**config.mk**
```make
export PLATFORM = sky130hd
export DESIGN_NAME = efl_logger
export DESIGN_NICKNAME = d
export VERILOG_FILES = /design/src/common/efl_pkg.sv /design/src/rtl/efl_logger.sv /design/src/rtl/efl_capture.sv
export SDC_FILE = /design/constraint.sdc
export NUM_CORES = 1
export LEC_CHECK = 0
export BUFFER_PORTS_ARGS = -buffer_cell sky130_fd_sc_hd__buf_2
export CORE_MARGIN = 10
export CORE_UTILIZATION = 63
export CTS_CLUSTER_SIZE = 28
export DETAILED_ROUTE_END_ITERATION = 12
export HOLD_SLACK_MARGIN = 0.03
export PLACE_DENSITY_LB_ADDON = 0.05
export SYNTH_ARGS = -nofsm -noshare
export SYNTH_HDL_FRONTEND = slang
export SYNTH_SLANG_ARGS = --single-unit
```
**constraint.sdc**
```tcl
create_clock -name I_CORE_CLK -period 6.85 [get_ports I_CORE_CLK]
set_clock_uncertainty 0.05 [all_clocks]
set_input_delay 1.0275 -clock I_CORE_CLK [delete_from_list [all_inputs] [get_ports I_CORE_CLK]]
set_output_delay 1.0275 -clock I_CORE_CLK [all_outputs]
set_load 0.005 [all_outputs]
```
**src/common/efl_pkg.sv**
```systemverilog
`default_nettype none

package efl_pkg;

    // Configuration space byte offsets
    localparam logic [7:0] OFS_CARD_B_SINGLE_BIT_DATA = 8'h40;
    localparam logic [7:0] OFS_CARD_B_SINGLE_BIT_CHECKBITS = 8'h48;
    localparam logic [7:0] OFS_CARD_B_SINGLE_BIT_TXINFO = 8'h49;
    localparam logic [7:0] OFS_CARD_B_DOUBLE_BIT_DATA = 8'h50;
    localparam logic [7:0] OFS_CARD_B_DOUBLE_BIT_CHECKBITS = 8'h58;
    localparam logic [7:0] OFS_CARD_B_DOUBLE_BIT_TXINFO = 8'h59;
    localparam logic [7:0] OFS_CARD_A_SINGLE_BIT_DATA = 8'h60;
    localparam logic [7:0] OFS_CARD_A_SINGLE_BIT_CHECKBITS = 8'h68;
    localparam logic [7:0] OFS_CARD_A_SINGLE_BIT_TXINFO = 8'h69;
    localparam logic [7:0] OFS_CARD_A_DOUBLE_BIT_DATA = 8'h70;
    localparam logic [7:0] OFS_CARD_A_DOUBLE_BIT_CHECKBITS = 8'h78;
    localparam logic [7:0] OFS_CARD_A_DOUBLE_BIT_TXINFO = 8'h79;
    localparam logic [7:0] OFS_FIRST_ERROR_STATUS = 8'h80;
    localparam logic [7:0] OFS_NEXT_ERROR_STATUS = 8'h84;

    // Capture block layout: class index is offset[5:4] above 0x40
    localparam logic [1:0] CAP_BLOCK_HIGH = 2'h1;
    localparam logic [1:0] CAP_SEL_DATA_LOW = 2'h0;
    localparam logic [1:0] CAP_SEL_DATA_HIGH = 2'h1;
    localparam logic [1:0] CAP_SEL_ECC_TXINFO = 2'h2;

    // Widths
    localparam int DATA_W = 64;
    localparam int ECC_W = 8;
    localparam int TAG_W = 6;
    localparam int CHUNK_W = 3;
    localparam int TXINFO_W = 16;
    localparam int STATUS_W = 32;
    localparam int NUM_CLASSES = 4;

    // Transaction info field positions
    localparam int TXINFO_TAG_LSB = 0;
    localparam int TXINFO_CHUNK_LSB = 6;
    localparam int TXINFO_RSVD_LSB = 9;

    // Status bit positions
    localparam int BIT_CARD_B_SINGLE = 0;
    localparam int BIT_CARD_B_DOUBLE = 1;
    localparam int BIT_CARD_A_SINGLE = 2;
    localparam int BIT_CARD_A_DOUBLE = 3;
    localparam int BIT_WRITE_PROTOCOL = 28;
    localparam int BIT_READY_PROTOCOL = 29;
    localparam int BIT_RECEIVE_LENGTH = 30;
    localparam int BIT_STALE_CAPTURE = 31;

    // Reset values
    localparam logic [63:0] RST_DATA = 64'h0000_0000_0000_0000;
    localparam logic [7:0] RST_ECC = 8'h00;
    localparam logic [15:0] RST_TXINFO = 16'h0000;
    localparam logic [31:0] RST_STATUS = 32'h0000_0000;
    localparam logic [31:0] RST_RDATA = 32'h0000_0000;

    // Bits hardware can set in the status registers
    localparam logic [31:0] STATUS_IMPL_MASK = 32'hF000_000F;

endpackage

`default_nettype wire

```
**src/rtl/efl_logger.sv**
```systemverilog
// Operation
// - Latch 64-bit data word of each interface's first single-bit error.
// - Latch the eight checkbits of each interface's first single-bit error.
// - Transaction info: tag in bits 5:0, chunk in 8:6, 15:9 zero.
// - Latch 64-bit data word of each interface's first double-bit error.
// - Latch checkbits of each interface's first double-bit error.
// - Captures are read-only, load only when their status bit sets.
// - 32-bit first-error status records the first detected error condition.
// - Writing one clears the bit in first and next status registers.
// - Bit 31 marks clear and error in one cycle, with another bit set.
// - Bit 30 flags a private data bus receive length error.
// - Bit 29 flags a ready strobe protocol error with busy signals.
// - Bit 28 flags a write data protocol error.
// - Next-error status, same layout, records errors after the first.
// - Bits 0 to 3: B single, B double, A single, A double.
`timescale 1ns/1ps
`default_nettype none

module efl_logger
(
    input wire logic I_CORE_CLK,
    input wire logic I_RST_N,
    input wire logic [63:0] I_CARD_B_ERROR_WORD,
    input wire logic [7:0] I_CARD_B_CHECKBITS,
    input wire logic [5:0] I_CARD_B_TRANSACTION_TAG,
    input wire logic [2:0] I_CARD_B_FAILING_CHUNK,
    input wire logic I_CARD_B_SINGLE_BIT_ERROR,
    input wire logic I_CARD_B_DOUBLE_BIT_ERROR,
    input wire logic [63:0] I_CARD_A_ERROR_WORD,
    input wire logic [7:0] I_CARD_A_CHECKBITS,
    input wire logic [5:0] I_CARD_A_TRANSACTION_TAG,
    input wire logic [2:0] I_CARD_A_FAILING_CHUNK,
    input wire logic I_CARD_A_SINGLE_BIT_ERROR,
    input wire logic I_CARD_A_DOUBLE_BIT_ERROR,
    input wire logic I_RECEIVE_LENGTH_ERROR,
    input wire logic I_READY_PROTOCOL_ERROR,
    input wire logic I_WRITE_PROTOCOL_ERROR,
    input wire logic [7:0] I_CFG_ADDR,
    input wire logic I_CFG_RD,
    input wire logic I_CFG_WR,
    input wire logic [3:0] I_CFG_BE,
    input wire logic [31:0] I_CFG_WDATA,
    output logic [31:0] O_CFG_RDATA,
    output logic O_CFG_RVALID
);

    typedef struct packed {
        logic [31:0] first_error_status;
        logic [31:0] next_error_status;
        logic [31:0] rdata;
        logic rvalid;
    } efl_state_type;

    efl_state_type state_q;
    efl_state_type state_d;

    logic [31:0] hw_events;
    logic [31:0] clear_mask;
    logic [31:0] first_after_clear;
    logic [31:0] read_word;
    logic [3:0] cap_load;
    logic [63:0] cap_data [4];
    logic [7:0] cap_ecc [4];
    logic [15:0] cap_txinfo [4];
    logic [63:0] src_data [4];
    logic [7:0] src_ecc [4];
    logic [5:0] src_tag [4];
    logic [2:0] src_chunk [4];

    // Byte enables widen to a bit mask
    function automatic logic [31:0] be_to_mask(input logic [3:0] be);
        logic [31:0] m;
        m = 32'h0000_0000;
        for (int b = 0; b < 4; b++)
        begin
            m[b*8 +: 8] = {8{be[b]}};
        end
        return m;
    endfunction

    // One capture block as seen through a dword read
    function automatic logic [31:0] cap_dword(
        input logic [1:0] sel,
        input logic [63:0] data,
        input logic [7:0] ecc,
        input logic [15:0] txinfo
    );
        logic [31:0] w;
        w = 32'h0000_0000;
        unique case (sel)
            efl_pkg::CAP_SEL_DATA_LOW: w = data[31:0];
            efl_pkg::CAP_SEL_DATA_HIGH: w = data[63:32];
            efl_pkg::CAP_SEL_ECC_TXINFO: w = {8'h00, txinfo, ecc};
            default: w = 32'h0000_0000;
        endcase
        return w;
    endfunction

    // Error event vector in status layout
    always_comb
    begin
        hw_events = 32'h0000_0000;
        hw_events[efl_pkg::BIT_CARD_B_SINGLE] = I_CARD_B_SINGLE_BIT_ERROR;
        hw_events[efl_pkg::BIT_CARD_B_DOUBLE] = I_CARD_B_DOUBLE_BIT_ERROR;
        hw_events[efl_pkg::BIT_CARD_A_SINGLE] = I_CARD_A_SINGLE_BIT_ERROR;
        hw_events[efl_pkg::BIT_CARD_A_DOUBLE] = I_CARD_A_DOUBLE_BIT_ERROR;
        hw_events[efl_pkg::BIT_RECEIVE_LENGTH] = I_RECEIVE_LENGTH_ERROR;
        hw_events[efl_pkg::BIT_READY_PROTOCOL] = I_READY_PROTOCOL_ERROR;
        hw_events[efl_pkg::BIT_WRITE_PROTOCOL] = I_WRITE_PROTOCOL_ERROR;
    end

    // Write-one-to-clear hits both status registers at either offset
    always_comb
    begin
        clear_mask = 32'h0000_0000;
        if (I_CFG_WR &&
            (I_CFG_ADDR == efl_pkg::OFS_FIRST_ERROR_STATUS ||
             I_CFG_ADDR == efl_pkg::OFS_NEXT_ERROR_STATUS))
        begin
            clear_mask = I_CFG_WDATA & be_to_mask(I_CFG_BE);
        end
    end

    assign first_after_clear = state_q.first_error_status & ~clear_mask;

    // Read decode
    always_comb
    begin
        read_word = 32'h0000_0000;
        if (I_CFG_ADDR[7:6] == efl_pkg::CAP_BLOCK_HIGH)
        begin
            read_word = cap_dword(I_CFG_ADDR[3:2],
                                  cap_data[I_CFG_ADDR[5:4]],
                                  cap_ecc[I_CFG_ADDR[5:4]],
                                  cap_txinfo[I_CFG_ADDR[5:4]]);
        end
        else if (I_CFG_ADDR == efl_pkg::OFS_FIRST_ERROR_STATUS)
        begin
            read_word = state_q.first_error_status;
        end
        else if (I_CFG_ADDR == efl_pkg::OFS_NEXT_ERROR_STATUS)
        begin
            read_word = state_q.next_error_status;
        end
    end

    always_comb
    begin
        state_d = state_q;
        state_d.rvalid = I_CFG_RD;
        if (I_CFG_RD)
        begin
            state_d.rdata = read_word;
        end

        // First error only when no error is already held
        state_d.first_error_status = first_after_clear;
        state_d.next_error_status =
            state_q.next_error_status & ~clear_mask;
        if (state_q.first_error_status == efl_pkg::RST_STATUS)
        begin
            state_d.first_error_status =
                first_after_clear | hw_events;
        end
        else
        begin
            // Set wins over a clear in the same cycle
            state_d.next_error_status =
                state_d.next_error_status | hw_events;
        end

        // Stale capture marker needs another bit still set
        if (|clear_mask && |hw_events &&
            |state_d.first_error_status[30:0])
        begin
            state_d.first_error_status[efl_pkg::BIT_STALE_CAPTURE] =
                1'b1;
        end
    end

    // Capture strobes on the rising edge of a first-error bit
    assign cap_load = ~state_q.first_error_status[3:0] &
                      state_d.first_error_status[3:0];

    // Classes 0,1 come from card B, 2,3 from card A
    assign src_data[0] = I_CARD_B_ERROR_WORD;
    assign src_data[1] = I_CARD_B_ERROR_WORD;
    assign src_data[2] = I_CARD_A_ERROR_WORD;
    assign src_data[3] = I_CARD_A_ERROR_WORD;
    assign src_ecc[0] = I_CARD_B_CHECKBITS;
    assign src_ecc[1] = I_CARD_B_CHECKBITS;
    assign src_ecc[2] = I_CARD_A_CHECKBITS;
    assign src_ecc[3] = I_CARD_A_CHECKBITS;
    assign src_tag[0] = I_CARD_B_TRANSACTION_TAG;
    assign src_tag[1] = I_CARD_B_TRANSACTION_TAG;
    assign src_tag[2] = I_CARD_A_TRANSACTION_TAG;
    assign src_tag[3] = I_CARD_A_TRANSACTION_TAG;
    assign src_chunk[0] = I_CARD_B_FAILING_CHUNK;
    assign src_chunk[1] = I_CARD_B_FAILING_CHUNK;
    assign src_chunk[2] = I_CARD_A_FAILING_CHUNK;
    assign src_chunk[3] = I_CARD_A_FAILING_CHUNK;

    for (genvar g = 0; g < efl_pkg::NUM_CLASSES; g++)
    begin : g_cap
        efl_capture u_cap
        (
            .i_clk(I_CORE_CLK),
            .i_rst_n(I_RST_N),
            .i_load(cap_load[g]),
            .i_data(src_data[g]),
            .i_ecc(src_ecc[g]),
            .i_tag(src_tag[g]),
            .i_chunk(src_chunk[g]),
            .o_data(cap_data[g]),
            .o_ecc(cap_ecc[g]),
            .o_txinfo(cap_txinfo[g])
        );
    end

    always_ff @(posedge I_CORE_CLK or negedge I_RST_N)
    begin
        if (!I_RST_N)
        begin
            state_q.first_error_status <= efl_pkg::RST_STATUS;
            state_q.next_error_status <= efl_pkg::RST_STATUS;
            state_q.rdata <= efl_pkg::RST_RDATA;
            state_q.rvalid <= 1'b0;
        end
        else
        begin
            state_q <= state_d;
        end
    end

    // Captures have no write path; writes there are ignored
    assign O_CFG_RDATA = state_q.rdata;
    assign O_CFG_RVALID = state_q.rvalid;

endmodule

`default_nettype wire

```
**src/rtl/efl_capture.sv**
```systemverilog
`timescale 1ns/1ps
`default_nettype none

module efl_capture
(
    input wire logic i_clk,
    input wire logic i_rst_n,
    input wire logic i_load,
    input wire logic [63:0] i_data,
    input wire logic [7:0] i_ecc,
    input wire logic [5:0] i_tag,
    input wire logic [2:0] i_chunk,
    output logic [63:0] o_data,
    output logic [7:0] o_ecc,
    output logic [15:0] o_txinfo
);

    typedef struct packed {
        logic [63:0] data;
        logic [7:0] ecc;
        logic [5:0] tag;
        logic [2:0] chunk;
    } efl_cap_state_type;

    efl_cap_state_type state_q;
    efl_cap_state_type state_d;

    always_comb
    begin
        state_d = state_q;
        // Loads only on the rising edge of its status bit, else holds
        if (i_load)
        begin
            state_d.data = i_data;
            state_d.ecc = i_ecc;
            state_d.tag = i_tag;
            state_d.chunk = i_chunk;
        end
    end

    always_ff @(posedge i_clk or negedge i_rst_n)
    begin
        if (!i_rst_n)
        begin
            state_q.data <= efl_pkg::RST_DATA;
            state_q.ecc <= efl_pkg::RST_ECC;
            state_q.tag <= efl_pkg::RST_TXINFO[5:0];
            state_q.chunk <= efl_pkg::RST_TXINFO[8:6];
        end
        else
        begin
            state_q <= state_d;
        end
    end

    assign o_data = state_q.data;
    assign o_ecc = state_q.ecc;
    // Upper bits tie low
    assign o_txinfo = {7'h00, state_q.chunk, state_q.tag};

endmodule

`default_nettype wire

```
==> metrics.cfg <==
[cts]
cts.htree.levels = 2
cts_setup_buffers = 0
worstSkewPairLatency_ps = 540
cts-hold-fix-buffers = 0
cts_buffers = 44
cts_tree = done
cts_buffer_depth = 3
cts-root-buf = clkbuf_16
cts_resized = 0
cts.clk_slew.worst_paths_ps = 60
cts_sinks = 421

[placement]
dpl_cell_area_um2 = 20400
dp_hpwl_mm = 33.9
io_buffers = 249
place_congestion = 0.941

[timing]
finalCritPeriodShare_pct = 54.4
final_hold_viol_count = 0
finalCriticalPeriod_ps = 3730
tightest_slew_ps = 1010
setup_viol = 0
rsz0062_at_grt = false
max_slew_margin_pct = 32.1
fmax_mhz = 268
slew_viol_final = 0
tns_ps = 0
hold_slack_ps = 422

[routing]
drt_pass1_iterations = 7
drtAntennaViolNets = 0
drc = 0
drt_iter0_markers = 850
wl_per_cell_um = 25.4
vias_per_cell = 6.29
totalWireLength_mm = 49.4
num_vias = 12200

[synth]
synthMuxAreaShare_pct = 31.8
synthSimpleGateAreaFrac_pct = 3.58
synthArstFlopShare_pct = 100
synth_cells = 1340
synth_common_cells = dfrtp_1, mux2_2, mux4_2
synth_compound_area_share_pct = 5.42
synth_top_area_share_pct = 54.9
synth_edf_count = 0
yosys.area_share.adder_pct = 0
yosysMostFrequentCell = dfrtp_1
ys_warn_count = 0
synthesis.area_um2 = 19200
synth_top_family_by_area = multiplexers
synthXorXnorAreaFrac_pct = 0
synth.avg_cell_area_um2 = 14.3
ys_types = 41
synth_seq_cells = 421
synthesis.nets = 1557
synth_area_leaders = dfrtp_1, mux2_2, mux4_2
seq_area_frac_synth_pct = 54.9
yosysTopAreaCell = dfrtp_1
synth_flop_cell = dfrtp_1

[die]
die_y_um = 195
initial_core_util_pct = 64.3
core_um2 = 29900
rows = 63
die_area_um2 = 37900
die_x_um = 195
num_io_pins = 250

[power_and_ir_drop]
fin_total_pwr_uw = 7330
ir_drop_mv = 0.218
p_leak_uw = 0.0104
p_per_area_nw_per_um2 = 336

[global_routing]
grt.overflow.total = 0
grt_start_max_net_pins = 146
grt_use_total_pct = 25.6
antenna_found_initial = 5
grt_pass1_vias = 13000
grt_pass1_wl_mm = 76.7

[critical_path]
critPathCapture = g_cap[1].u_cap.o_txinfo[5]
reg2reg_depth = 6
start_kind = register
cp-startpoint = state_q[72]
cp.required_ps = 7220
reg2reg_from = state_q[72]
timing.rr.end = g_cap[1].u_cap.o_txinfo[5]
slowest_delay_ps = 830
slowest_stage = buf_4
endpoint_kind = register
path_class = register to register
ff2ff_setup_slack_ps = 3120
arrival_ps = 4090
path_max_fanout = 55
cp_cell_sequence = nor4_1 -> nand4_1 -> or2_2 -> nor2_4 -> buf_4 -> mux2_2

[layout]
stdcell_area_um2 = 21800
syn2layout_area_growth_pct = 13.6
final_nets = 1741
drive_gt1_share_pct = 48.0

[flow_run]
maxCapViolCount = 0

[worst_hold_path]
hold_class = register to register

[status]
status = finished clean

-- worst max-delay path: cells and delay by family, from the launching register on --
family	cells	cell delay, ps
buf+inv	1	830
simple gates	4	1840
flops	1	390
mux	1	430
-- where the power goes --
group	switching, uW	leakage [uW]	total, uW	internal, uW
registers	362	0.00551	3560	3200
logic	571	0.00420	1490	917
clock network	952	0.000691	2280	1320
-- worst min-delay path by stage --
stage,from,endpoint,slack (ps),depth (start not counted)
floorplan,state_q[34],state_q[34],400,2
global placement,O_CFG_RDATA[20],O_CFG_RDATA[20],410,1
detailed placement,O_CFG_RDATA[22],O_CFG_RDATA[22],410,1
CTS,O_CFG_RDATA[22],O_CFG_RDATA[22],430,1
global route,O_CFG_RDATA[22],O_CFG_RDATA[22],440,1
finish,O_CFG_RDATA[22],O_CFG_RDATA[22],420,1
-- cell usage in the layout, fill, tap and decap left out, drive strengths merged, types with 2 or more instances in the layout --
cell type | netlist | routed
dfrtp | 421 | 421
mux2 | 324 | 324
buf | 85 | 262
mux4 | 81 | 81
clkbuf | 39 | 66
mux2i | 64 | 64
inv | 43 | 43
nor2 | 40 | 40
a21oi | 34 | 34
a21boi | 28 | 28
nand3 | 22 | 22
nand2 | 22 | 22
o31ai | 22 | 22
nor4 | 18 | 18
o22ai | 17 | 17
o221ai | 15 | 15
o21a | 15 | 15
nand4 | 11 | 11
clkinv | 0 | 11
o21ai | 7 | 7
and2 | 6 | 6
o41ai | 4 | 4
nor3 | 4 | 4
nand2b | 3 | 3
a22o | 3 | 3
diode | 0 | 2
or2 | 2 | 2
or2b | 2 | 2
-- per-stage QoR --
step | instances | util, % | setup slack, ps
after floorplan | 1340 | - | 3820
after global placement | 1868 | 68.4 | 2800
after detailed placement | 1868 | 68.4 | 2770
after CTS | 1945 | 73.0 | 3140
after global routing | 1947 | 73.0 | 3000
final | 1947 | 73.0 | 3120
-- sequential cells by signal (all words and copies together), names as in the netlist --
name	flops
O_CFG_RVALID	1
O_CFG_RDATA	32
g_cap.u_cap.o_ecc	32
g_cap.u_cap.o_txinfo	36
g_cap.u_cap.o_data	256
state_q	64
-- final cells by class --
class                      count  area, um^2
antenna                        2        5.00
clock buffer                  66        1320
clock inverter                11        66.3
fill                        2046        8070
inverter                      43         161
multi-input combinational    752        7860
sequential                   421       10500
tap                          390         488
timing repair buffer         262        1380
-- routing by layer --
metal	global-route usage (%)	part of all wire [%]
met5	0	0.069
met4	5.17	1.6
met3	5.46	7.4
met2	38.5	46
met1	37.9	45
-- kinds of logic after synthesis --
family,after synthesis
buffers and inverters,167
AO/OA/AOI/OAI,149
multiplexers,469
AND/OR/NAND/NOR,134
flip-flops,421
Power figures use the tool's default switching activity.
